<file path="src/hdl/usm_pkg.sv">
`default_nettype none
package usm_pkg;
  // Frame and divisor widths.
  localparam int unsigned USM_DATA_W = 8;
  localparam int unsigned USM_DIV_W = 12;
  localparam int unsigned USM_EDGES = 2 * USM_DATA_W;
  // Receive buffer holds this many unread bytes.
  localparam int unsigned USM_RXQ_DEPTH = 2;
  // Mode select code that enables master transfers.
  localparam logic [1:0] USM_MODE_MASTER = 2'h3;
  // Reset values.
  localparam logic [11:0] USM_DIV_RST = 12'h000;
  localparam logic USM_TBE_RST = 1'b1;
  localparam logic USM_LINE_IDLE = 1'b1;
  // Shift engine states.
  typedef enum logic [0:0] {
    USM_IDLE = 1'b0,
    USM_SHIFT = 1'b1
  } usm_state_t;
endpackage : usm_pkg
`default_nettype wire

</file>
<file path="src/hdl/usm_rxq_if.sv">
`default_nettype none
interface usm_rxq_if;
  logic push;
  logic [7:0] push_data;
  logic pop;
  logic flush;
  logic [7:0] head;
  logic not_empty;
  logic [1:0] count;
  modport engine (output push, output push_data, output pop, output flush,
                  input head, input not_empty, input count);
  modport buffer (input push, input push_data, input pop, input flush,
                  output head, output not_empty, output count);
endinterface : usm_rxq_if
`default_nettype wire

</file>
<file path="src/hdl/usm_rxq.sv">
`default_nettype none
module usm_rxq (
  // Clock and reset.
  input wire logic sys_clk,
  input wire logic nrst,
  // Engine side.
  usm_rxq_if.buffer q
);
  import usm_pkg::*;

  // [RULE_24] two-deep receive buffer
  logic [7:0] slot_q [USM_RXQ_DEPTH];
  logic [1:0] cnt_q;
  logic ne_q;

  // Shift-style queue: slot 0 is the head, so read data always come from a register.
  // [RULE_16] newest byte dropped
  always_ff @(posedge sys_clk or negedge nrst) begin
    if (!nrst) begin
      cnt_q <= 2'h0;
      slot_q[0] <= 8'h00;
      slot_q[1] <= 8'h00;
    end else if (q.flush) begin
      cnt_q <= 2'h0;
    end else if (q.pop && cnt_q != 2'h0) begin
      slot_q[0] <= (cnt_q == 2'h2) ? slot_q[1] : q.push_data;
      if (cnt_q == 2'h2) begin
        slot_q[1] <= q.push_data;
      end
      cnt_q <= q.push ? cnt_q : cnt_q - 2'h1;
    end else if (q.push && cnt_q != 2'h2) begin
      if (cnt_q == 2'h0) begin
        slot_q[0] <= q.push_data;
      end else begin
        slot_q[1] <= q.push_data;
      end
      cnt_q <= cnt_q + 2'h1;
    end
  end

  assign q.head = slot_q[0];
  assign q.count = cnt_q;
  // Not-empty kept in its own flop so the status pin comes straight from a register.
  always_ff @(posedge sys_clk or negedge nrst) begin
    if (!nrst) begin
      ne_q <= 1'b0;
    end else if (q.flush) begin
      ne_q <= 1'b0;
    end else if (q.pop && cnt_q == 2'h1) begin
      ne_q <= q.push;
    end else if (q.push) begin
      ne_q <= 1'b1;
    end
  end
  assign q.not_empty = ne_q;
endmodule : usm_rxq
`default_nettype wire

</file>
<file path="src/hdl/usm_master.sv">
// Contract
// [RULE_01] Polarity and phase select four SPI modes
// [RULE_02] Drive and capture on opposite clock edges
// [RULE_03] Software keeps mode bits still mid-transfer
// [RULE_04] Frames are exactly eight data bits
// [RULE_05] One bit-order setting for both directions
// [RULE_06] Chain next frame or idle line high
// [RULE_07] Two writes send sixteen bits, done after
// [RULE_08] Transmitter runs alone; receiver never clocks
// [RULE_09] Software loads divisor after enabling transmitter
// [RULE_10] Divisor register resets to zero
// [RULE_11] Software clears done flag before writing
// [RULE_12] Transmitter owns serial output pin
// [RULE_13] Receiver owns serial input pin
// [RULE_14] Only data writes start a transfer
// [RULE_15] Buffered byte loads once shifter free
// [RULE_16] Overflow drops newest, keeps older bytes
// [RULE_17] Framing, overrun, parity flags read zero
// [RULE_18] Clock pin always carries transfer clock
// [RULE_19] Software checks idle before reinitialising
// [RULE_20] Master mode only when both bits set
// [RULE_21] Clock is system over twice divisor+1
// [RULE_22] Buffer-empty flag set after reset
// [RULE_23] Disable waits until shifter and buffer empty
// [RULE_24] Receive buffer holds more than one byte
`default_nettype none
module usm_master (
  // Clock and reset.
  input wire logic sys_clk,
  input wire logic nrst,
  // Configuration.
  input wire logic [1:0] mode_select_field,
  input wire logic clock_polarity_sel,
  input wire logic clock_phase_sel,
  input wire logic bit_order_sel,
  input wire logic tx_enable_bit,
  input wire logic rx_enable_bit,
  // Divisor write port.
  input wire logic rate_divisor_wr,
  input wire logic [usm_pkg::USM_DIV_W-1:0] rate_divisor_wdata,
  output logic [usm_pkg::USM_DIV_W-1:0] rate_divisor,
  // Data window.
  input wire logic data_window_wr,
  input wire logic [usm_pkg::USM_DATA_W-1:0] data_window_wdata,
  input wire logic data_window_rd,
  output logic [usm_pkg::USM_DATA_W-1:0] data_window_rdata,
  // Status.
  input wire logic tx_done_clr,
  output logic tx_done_flag,
  output logic tx_buf_empty_flag,
  output logic rx_full_flag,
  output logic framing_err_flag,
  output logic overrun_flag,
  output logic parity_err_flag,
  // Pins.
  output logic xfer_clock_pin,
  output logic serial_out_pin,
  output logic serial_out_oe_n,
  input wire logic serial_in_pin,
  output logic serial_in_owned
);
  import usm_pkg::*;

  usm_state_t state_q;
  logic [USM_DIV_W-1:0] div_q, cnt_q;
  logic [3:0] edge_q;
  logic [7:0] tbuf_q, tsr_q, rsr_q;
  logic tbuf_v_q, sck_q, sout_q, done_q, txact_q, rxown_q, zero_q;
  logic sin_m_q, sin_s_q;
  logic tick, last, start, sample, setup;
  logic txact_d, oen_q, tbe_q;
  logic [7:0] rx_word;
  logic [2:0] rx_idx, tx_idx;
  usm_rxq_if rq ();

  // Picks the bit for a given position under the chosen bit order.
  // [RULE_05] shared order select
  function automatic logic [2:0] pos(input logic [2:0] n, input logic lsb);
    pos = lsb ? n : 3'h7 - n;
  endfunction : pos

  // Edge decode: a clock edge falls due when the half-period count expires.
  assign tick = (state_q == USM_SHIFT) && (cnt_q == '0);
  assign last = tick && (edge_q == 4'(USM_EDGES - 1));
  // [RULE_01] sample on leading when phase clear
  assign sample = tick && (edge_q[0] == clock_phase_sel);
  // [RULE_02] setup on the opposite edge
  assign setup = tick && (edge_q[0] != clock_phase_sel) && !last;
  assign rx_idx = pos(edge_q[3:1], bit_order_sel);
  assign tx_idx = pos(clock_phase_sel ? edge_q[3:1] : edge_q[3:1] + 3'h1, bit_order_sel);
  // [RULE_20] master mode gate
  // [RULE_23] keep going while work remains
  // [RULE_08] transmitter alone produces clock
  assign start = tbuf_v_q && (mode_select_field == USM_MODE_MASTER) &&
                 (tx_enable_bit || txact_q) && (state_q == USM_IDLE || last);

  // Input pin synchroniser.
  always_ff @(posedge sys_clk or negedge nrst) begin
    if (!nrst) begin
      sin_m_q <= 1'b0;
      sin_s_q <= 1'b0;
    end else begin
      sin_m_q <= serial_in_pin;
      sin_s_q <= sin_m_q;
    end
  end

  // Divisor register.
  // [RULE_10] reset to zero
  always_ff @(posedge sys_clk or negedge nrst) begin
    if (!nrst) begin
      div_q <= USM_DIV_RST;
    end else if (rate_divisor_wr) begin
      div_q <= rate_divisor_wdata;
    end
  end

  // Transmit holding buffer.
  // [RULE_22] empty after reset
  always_ff @(posedge sys_clk or negedge nrst) begin
    if (!nrst) begin
      tbuf_v_q <= !USM_TBE_RST;
      tbe_q <= USM_TBE_RST;
      tbuf_q <= 8'h00;
    end else if (data_window_wr && !tbuf_v_q) begin
      // [RULE_14] write starts transfer
      tbuf_v_q <= 1'b1;
      tbe_q <= 1'b0;
      tbuf_q <= data_window_wdata;
    end else if (start) begin
      tbuf_v_q <= 1'b0;
      tbe_q <= 1'b1;
    end
  end

  // Shift engine: state, half-period counter, edge count and clock level.
  always_ff @(posedge sys_clk or negedge nrst) begin
    if (!nrst) begin
      state_q <= USM_IDLE;
      cnt_q <= '0;
      edge_q <= 4'h0;
      sck_q <= 1'b0;
    end else if (start) begin
      // [RULE_15] load as soon as free
      state_q <= USM_SHIFT;
      cnt_q <= div_q;
      edge_q <= 4'h0;
      sck_q <= clock_polarity_sel;
    end else begin
      unique case (state_q)
        USM_IDLE: begin
          sck_q <= clock_polarity_sel;
        end
        USM_SHIFT: begin
          if (tick) begin
            // [RULE_21] reload divisor each half period
            cnt_q <= div_q;
            edge_q <= edge_q + 4'h1;
            sck_q <= !sck_q;
            // [RULE_04] sixteen edges make eight bits
            if (last) begin
              state_q <= USM_IDLE;
            end
          end else begin
            cnt_q <= cnt_q - 12'h001;
          end
        end
      endcase
    end
  end

  // Outgoing data: first bit at load when phase clear, others on setup edges.
  always_ff @(posedge sys_clk or negedge nrst) begin
    if (!nrst) begin
      tsr_q <= 8'h00;
      sout_q <= USM_LINE_IDLE;
    end else if (start) begin
      tsr_q <= tbuf_q;
      sout_q <= clock_phase_sel ? sout_q : tbuf_q[pos(3'h0, bit_order_sel)];
    end else if (setup) begin
      sout_q <= tsr_q[tx_idx];
    end else if (state_q == USM_IDLE) begin
      // The last bit is held past the final edge, so the far side never samples a change.
      // [RULE_06] idle line high
      sout_q <= USM_LINE_IDLE;
    end
  end

  // Incoming data capture and push to the receive buffer.
  always_ff @(posedge sys_clk or negedge nrst) begin
    if (!nrst) begin
      rsr_q <= 8'h00;
    end else if (sample) begin
      rsr_q[rx_idx] <= sin_s_q;
    end
  end

  // Receive queue hookup; a disabled receiver flushes the buffer and pushes nothing, though the shift register still samples.
  // [RULE_13] receiver gated by enable
  assign rq.push = last && rx_enable_bit;
  // With phase set the final sample edge is the push cycle, so that bit is merged in here.
  assign rx_word = sample ? ((rsr_q & ~(8'h01 << rx_idx)) | ({7'h00, sin_s_q} << rx_idx))
                          : rsr_q;
  assign rq.push_data = rx_word;
  assign rq.pop = data_window_rd;
  assign rq.flush = !rx_enable_bit;
  usm_rxq u_rxq (
    .sys_clk(sys_clk),
    .nrst(nrst),
    .q(rq.buffer)
  );

  // Transmit-complete flag; a new completion wins over a clear.
  // [RULE_07] done only when nothing queued
  always_ff @(posedge sys_clk or negedge nrst) begin
    if (!nrst) begin
      done_q <= 1'b0;
    end else if (last && !start) begin
      done_q <= 1'b1;
    end else if (tx_done_clr) begin
      done_q <= 1'b0;
    end
  end

  // Pin ownership; a disabled transmitter keeps the pin only while its own work remains.
  // [RULE_12] transmitter owns output
  assign txact_d = tx_enable_bit || (txact_q && (state_q == USM_SHIFT || tbuf_v_q));
  always_ff @(posedge sys_clk or negedge nrst) begin
    if (!nrst) begin
      txact_q <= 1'b0;
      oen_q <= 1'b1;
      rxown_q <= 1'b0;
    end else begin
      txact_q <= txact_d;
      oen_q <= !txact_d;
      rxown_q <= rx_enable_bit;
    end
  end

  // Receiver error flags have no meaning here.
  // [RULE_17] always zero
  always_ff @(posedge sys_clk or negedge nrst) begin
    if (!nrst) begin
      zero_q <= 1'b0;
    end else begin
      zero_q <= 1'b0;
    end
  end

  // Outputs straight from registers.
  // [RULE_18] clock pin driven always
  assign xfer_clock_pin = sck_q;
  assign serial_out_pin = sout_q;
  assign serial_out_oe_n = oen_q;
  assign serial_in_owned = rxown_q;
  assign rate_divisor = div_q;
  assign tx_done_flag = done_q;
  assign tx_buf_empty_flag = tbe_q;
  assign rx_full_flag = rq.not_empty;
  assign data_window_rdata = rq.head;
  assign framing_err_flag = zero_q;
  assign overrun_flag = zero_q;
  assign parity_err_flag = zero_q;
endmodule : usm_master
`default_nettype wire

</file>
<file path="config.mk">
export PLATFORM = sky130hd
export DESIGN_NAME = usm_master
export DESIGN_NICKNAME = d
export VERILOG_FILES = /design/src/hdl/usm_pkg.sv /design/src/hdl/usm_rxq_if.sv /design/src/hdl/usm_rxq.sv /design/src/hdl/usm_master.sv
export SDC_FILE = /design/constraint.sdc
export NUM_CORES = 1
export LEC_CHECK = 0
export BUFFER_PORTS_ARGS = -buffer_cell sky130_fd_sc_hd__clkbuf_2
export CAP_MARGIN = 10
export CORE_MARGIN = 10
export CORE_UTILIZATION = 50
export DETAILED_ROUTE_END_ITERATION = 16
export PLACE_DENSITY = 0.76
export SYNTH_ARGS = -nofsm -noshare
export SYNTH_HDL_FRONTEND = slang
export SYNTH_SLANG_ARGS = --single-unit
export TNS_END_PERCENT = 30
</file>
<file path="constraint.sdc">
create_clock -name sys_clk -period 2.55 [get_ports sys_clk]
set_input_delay 0.765 -clock sys_clk [delete_from_list [all_inputs] [get_ports sys_clk]]
set_output_delay 0.765 -clock sys_clk [all_outputs]
set_load 0.1 [all_outputs]
</file>
; Yosys cells after proc, flatten, opt, wreduce, memory -nomap -nowiden
; Cells that the tools add are included.
[op_classes]
add_sub_neg = 7
magnitude_cmp = 4
eq_ne = 15
shift = 2
muxes = 48
bitwise = 4
n_reduce_logical = 39
[op_table]
columns = cell, count
row1 = 2-to-1 mux 8 bit, 5
row2 = 2-to-1 mux 12 bit, 3
row3 = 2-to-1 mux 16 bit, 2
row4 = 2-to-1 mux 1 bit, 22
row5 = logical AND 1 bit, 16
row6 = nonzero test 2 bit, 7
row7 = zero test 12 bit, 1
row8 = less-than comparator 3 x 4 -> 1 bit (second input constant), 3
row9 = 2-to-1 mux 3 bit, 4
row10 = 2-to-1 mux 4 bit, 3
row11 = inequality test 3 x 1 -> 1 bit (second input constant), 4
row12 = subtractor 12 x 1 -> 12 bit (second input constant), 1
row13 = bitwise AND 8 bit, 1
row14 = bitwise mux 8 bit, 1
row15 = 2-to-1 mux 2 bit, 4
row16 = NOT 8 bit, 1
row17 = OR 8 bit, 1
row18 = left shift 1 x 3 -> 8 bit, 1
row19 = left shift 1 x 3 -> 8 bit (first input constant), 1
row20 = binary-select mux 1 bit (select 3 bit), 2
row21 = inequality test 2 bit (second input constant), 3
row22 = AND reduction 2 bit, 3
row23 = subtractor 3 bit (first input constant), 2
row24 = zero test 1 bit, 5
row25 = other kinds (19), 23
[totals]
regBits = 82
inputBits = 34
out_inout_bits = 30
word_cells = 140

; Longest topological paths before layout
[logic_depth]
word_depth = 10
mapped_depth = 11
mapped_depth_nobuf = 8

; Modules after synthesis
; Synthesis repeated with hierarchy kept, for this count alone.
[unflattened]
cells_unflattened = 426
area_unflattened_um2 = 4489.3
[by_module_without_submodules]
columns = mod, instances, cells_per_inst, area_per_inst_um2, seq_area_each_um2
row1 = usm_master, 1, 340, 3469.6, 1580.3
row2 = usm_rxq, 1, 86, 1019.7, 475.5

; Worst setup path before layout
; OpenSTA, ideal clock, no wires.
[synth_timing]
path_type = in2reg
start = input port bit_order_sel
end = register u_rxq.slot_q[6] (netlist name)
setup_ns = 0.125
t_arrival_ns = 2.252
t_required_ns = 2.425
path_slack_ns = 0.173
stages = 7
path_cell_list = clkbuf_1 buf_2 nor3_1 o211ai_1 nor3_1 mux2_2 mux2_2
[synth_between]
elab_chain_cells = 9
[synth_lines]
columns = element, line_no
row1 = start: declaration, usm_master.sv:35  ; input wire logic bit_order_sel,
row2 = 2-to-1 mux 3 bit (*), usm_master.sv:79  ; pos = lsb ? n : 3'h7 - n;
row3 = left shift 1 x 3 -> 8 bit, usm_master.sv:202  ; assign rx_word = sample ? ((rsr_q & ~(8'h01 << rx_idx)) | ({7'h00, sin_s_q} << rx_idx))
row4 = NOT 8 bit, usm_master.sv:202
row5 = bitwise AND 8 bit, usm_master.sv:202
row6 = OR 8 bit (*), usm_master.sv:202
row7 = 2-to-1 mux 8 bit (*), usm_master.sv:202
row8 = 2-to-1 mux 8 bit, usm_rxq.sv:32  ; if (cnt_q == 2'h0) begin
row9 = 2-to-1 mux 16 bit, usm_rxq.sv:31  ; end else if (q.push && cnt_q != 2'h2) begin
row10 = 2-to-1 mux 16 bit (*), usm_rxq.sv:25  ; end else if (q.pop && cnt_q != 2'h0) begin
row11 = end: declaration, usm_rxq.sv:12  ; logic [7:0] slot_q [USM_RXQ_DEPTH];
; Every way passes the cells marked *; elsewhere a longest branch is shown, timed or not. The select of a mux whose other input is x is not followed.
; A chain may end at the register's enable or synchronous reset.

; Worst setup path in the final report
[layout_timing]
start = register edge_q[2]
end = register tsr_q[0]
[layout_between]
elab_chain_cells = 4
[layout_lines]
columns = element, line_no
row1 = start: declaration, usm_master.sv:66  ; logic [3:0] edge_q;
row2 = start signal: assignment, usm_master.sv:158  ; edge_q <= edge_q + 4'h1;
row3 = == test 4 bit, usm_master.sv:84  ; assign last = tick && (edge_q == 4'(USM_EDGES - 1));
row4 = logical AND 1 bit, usm_master.sv:84
row5 = logical OR 1 bit, usm_master.sv:95  ; (tx_enable_bit || txact_q) && (state_q == USM_IDLE || last);
row6 = logical AND 1 bit, usm_master.sv:95
row7 = end signal: assignment, usm_master.sv:178  ; tsr_q <= tbuf_q;
row8 = end: declaration, usm_master.sv:67  ; logic [7:0] tbuf_q, tsr_q, rsr_q;
; No other way between the ends.

==> reports/metrics.csv <==
stage,metric,value,unit
outcome,status,finished clean,
final_layout,area_delta_synth_final,15.9,%
floorplanning,floorplan.initialDensity,0.508,
placement,place_ws,0.116,ns
floorplanning,rows,34,
timing,worst_slack,0.262,ns
timing,setup_viol,0,
final_layout,final_util,0.589,
logic_synthesis,netlist_instances,417,
clocking,cts_tree,yes,
worst_setup_path,setup.worst_path.end_class,flip-flop,
grt,grt_first_pass_wirelength,16400,um
power_and_ir_drop,intPower,2320,uW
detailed_routing,wl_per_cell,16.2,um
clocking,clk_path_buf_depth,2,
floorplanning,io_pins,64,
power_and_ir_drop,combPwrFrac,0.325,
detailed_routing,drt-initial-drc-count,101,
placement,place_congestion,0.858,
run,maxCapViolCount,0,
logic_synthesis,synthFlopType,dfrtp_1,
grt,grt_antenna_before_repair,0,
clocking,clk_pin_slew_worst_paths,0.09,ns
timing,fmax,0.437,GHz
detailed_routing,ant_nets,0,
grt,grt_pass1_vias,3444,
timing,worst_slew_pin_slew,0.564,ns
worst_setup_path,cp.arrival,2.54,ns
worst_setup_path,critPathLaunchType,flip-flop,
worst_setup_path,crit_fanout,11,
logic_synthesis,ys_async_sr_fraction,1.00,
worst_setup_path,required,2.80,ns
power_and_ir_drop,seqPwrFrac,0.426,
timing,slew_headroom,0.623,
detailed_routing,first_pass_iters,4,
placement,portBuffers,60,
worst_setup_path,path_class,reg -> reg,
floorplanning,die_x,113,um
clocking,cts-root-buf,clkbuf_8,
placement,hpwl,7380,um
logic_synthesis,synthDistinctLibCells,61,
floorplanning,die_area,12900,um2
power_and_ir_drop,power.density,768,nW/um2
clocking,numCtsBuffers,9,
timing,fin_setup_tns,0,ns
power_and_ir_drop,switching_power,1560,uW
power_and_ir_drop,swShare,0.402,
final_layout,final_nets,525,
logic_synthesis,synth_area_leaders,"dfrtp_1, mux2_2, o21ai_0",
floorplanning,floorplan.core_area,8590,um2
worst_setup_path,reg2regPathDepth,6,
power_and_ir_drop,p_leak,0.00230,uW
detailed_routing,viasPerCell,5.61,
clocking,htree_levels,3,
logic_synthesis,ys_seq_area_frac,0.471,
logic_synthesis,synth-seq-cells,82,
clocking,clock-sinks,82,
grt,grt-ovfl-total,0,
logic_synthesis,synth_edf_count,0,
timing,period_share,0.897,
power_and_ir_drop,ir_worst_vdd,0.000370,V
logic_synthesis,avgSynthCellArea,10.5,um2
logic_synthesis,synth_top_area_cell,dfrtp_1,
power_and_ir_drop,power_frac_clock,0.249,
logic_synthesis,synth_top_area_share,0.453,
detailed_routing,totalWireLength,9690,um
detailed_routing,drc,0,
logic_synthesis,syn-cell-area,4370,um2
min_path,hp-class,in -> async,
final_layout,diodes,0,
grt,track_usage,0.153,
floorplanning,die_h,113,um
timing,finalHoldViolations,0,
timing,slew_viol_final,0,
clocking,clock_latency,0.36,ns
timing,finalClockSkew,0.00671,ns
detailed_routing,via_count,3348,
grt,grt_start_max_net_pins,48,
logic_synthesis,ys_warn_count,0,
timing,min_period,2.29,ns
timing,rsz0062_at_grt,false,
final_layout,drive_gt1_frac,0.321,
-- final timing paths --
check                                 startpoint                            end  slack [ns]
min in group sys_clk           sin_m_q$_DFF_PN0_              sin_s_q$_DFF_PN0_        0.35
hold / removal                              nrst   rate_divisor[11]$_DFFE_PN0P_        0.35
hold reg to reg                sin_m_q$_DFF_PN0_              sin_s_q$_DFF_PN0_        0.35
setup reg to reg           edge_q[2]$_DFFE_PN0P_           tsr_q[0]$_DFFE_PN0P_        0.26
max in group asynchronous                   nrst  tx_buf_empty_flag$_DFFE_PN1P_        1.53
setup / recovery           edge_q[2]$_DFFE_PN0P_           tsr_q[0]$_DFFE_PN0P_        0.26
-- cell usage after synthesis, types with 3 or more instances --
cell type / number
ha_1: 7
inv_1: 10
nand2b_1: 7
xnor2_1: 5
buf_6: 3
o22ai_1: 3
a21oi_1: 20
and2_1: 3
nor3_1: 17
nor4b_1: 4
mux2_2: 40
buf_2: 4
nand2_1: 28
o211ai_1: 3
a21boi_0: 3
a31oi_1: 3
nor2b_1: 6
nor2_1: 27
dfrtp_1: 79
dfstp_2: 3
xor2_1: 4
and3_1: 3
o21a_1: 4
nand4_1: 4
buf_4: 11
nor4_1: 6
clkbuf_1: 12
o21ai_0: 38
mux2i_1: 12
nand3_1: 8
-- sequential cells by signal, indices dropped and copies added, names as in the netlist --
name and flops:
cnt_q 12, edge_q 4, rate_divisor 12, rsr_q 8
serial_in_owned 1, serial_out_oe_n 1, serial_out_pin 1, sin_m_q 1
sin_s_q 1, state_q 1, tbuf_q 8, tbuf_v_q 1
tsr_q 8, tx_buf_empty_flag 1, tx_done_flag 1, txact_q 1
u_rxq.q.count 2, u_rxq.q.head 8, u_rxq.q.not_empty 1, u_rxq.slot_q 8
xfer_clock_pin 1
-- power by group through the flow --
stage	sequential (uW)	combinational, uW	clock (uW)
after floorplan	1800	872	0
after global placement	1670	1250	0
after detailed placement	1680	1270	0
after CTS	1660	1270	985
after global routing	1680	1370	1050
final	1660	1260	967
-- cells in the final DEF, fill, tap and decap left out, types with 6 or more instances in the layout --
master,instances
dfrtp_1,79
clkbuf_2,59
mux2_2,40
o21ai_0,38
nand2_1,28
nor2_1,27
buf_4,24
a21oi_1,20
nor3_1,17
mux2i_1,12
inv_1,10
clkbuf_8,9
nand3_1,8
nand2b_1,7
ha_1,7
nor4_1,6
-- critical path, stage by stage, from the launching register on --
cell and delay [ns]:
dfrtp_1 0.55, nand3_1 0.25, nand2b_1 0.29, or2_1 0.30
a21oi_4 0.28, buf_12 0.17, mux2_2 0.33
-- metal layers --
metal	up-vias	wire length, um	global-route usage
met5	-	0	0
met2	81	4690	0.250
li1	1626	-	-
met1	1626	4310	0.191
met3	15	506	0.0357
met4	0	177	0.0584
-- logic make-up after synthesis --
kind of cell | after synthesis | synth area share
other | 1 | 0.000859
AOI/OAI and AO/OA | 95 | 0.137
xor gates and xnor gates | 10 | 0.0232
and+or+nand+nor | 128 | 0.166
adders and majority gates | 7 | 0.0201
DFF | 82 | 0.471
buffers and inverters | 42 | 0.0519
muxes | 52 | 0.131
-- cell type report --
type | count | area [um2]
clock buffers | 9 | 124
clock inverters | 7 | 77.6
fillers | 737 | 3530
inverters | 10 | 37.5
multi-input cells | 295 | 2090
flip-flops and latches | 82 | 2060
well taps | 108 | 135
repair buffers | 86 | 536
-- repair_timing --
| item | in CTS | in global routing |
|---|---|---|
| buffers inserted | 0 | 1 |
| hold buffers | 0 | 0 |
| gates resized for setup | 0 | 1 |
| setup endpoints to repair | 0 | 10 |
-- stage by stage --
stage               total power, uW  hold WS [ns]  instance area [um2]  std cells
global route                   4100         0.368                 5060        597
finish                         3890         0.352                 5060        597
detailed placement             2950         0.336                 4840        580
floorplan                      2670         0.331                 4370        419
global placement               2930         0.333                 4840        580
CTS                            3910         0.356                 5040        596
Power figures use the tool's default switching activity.
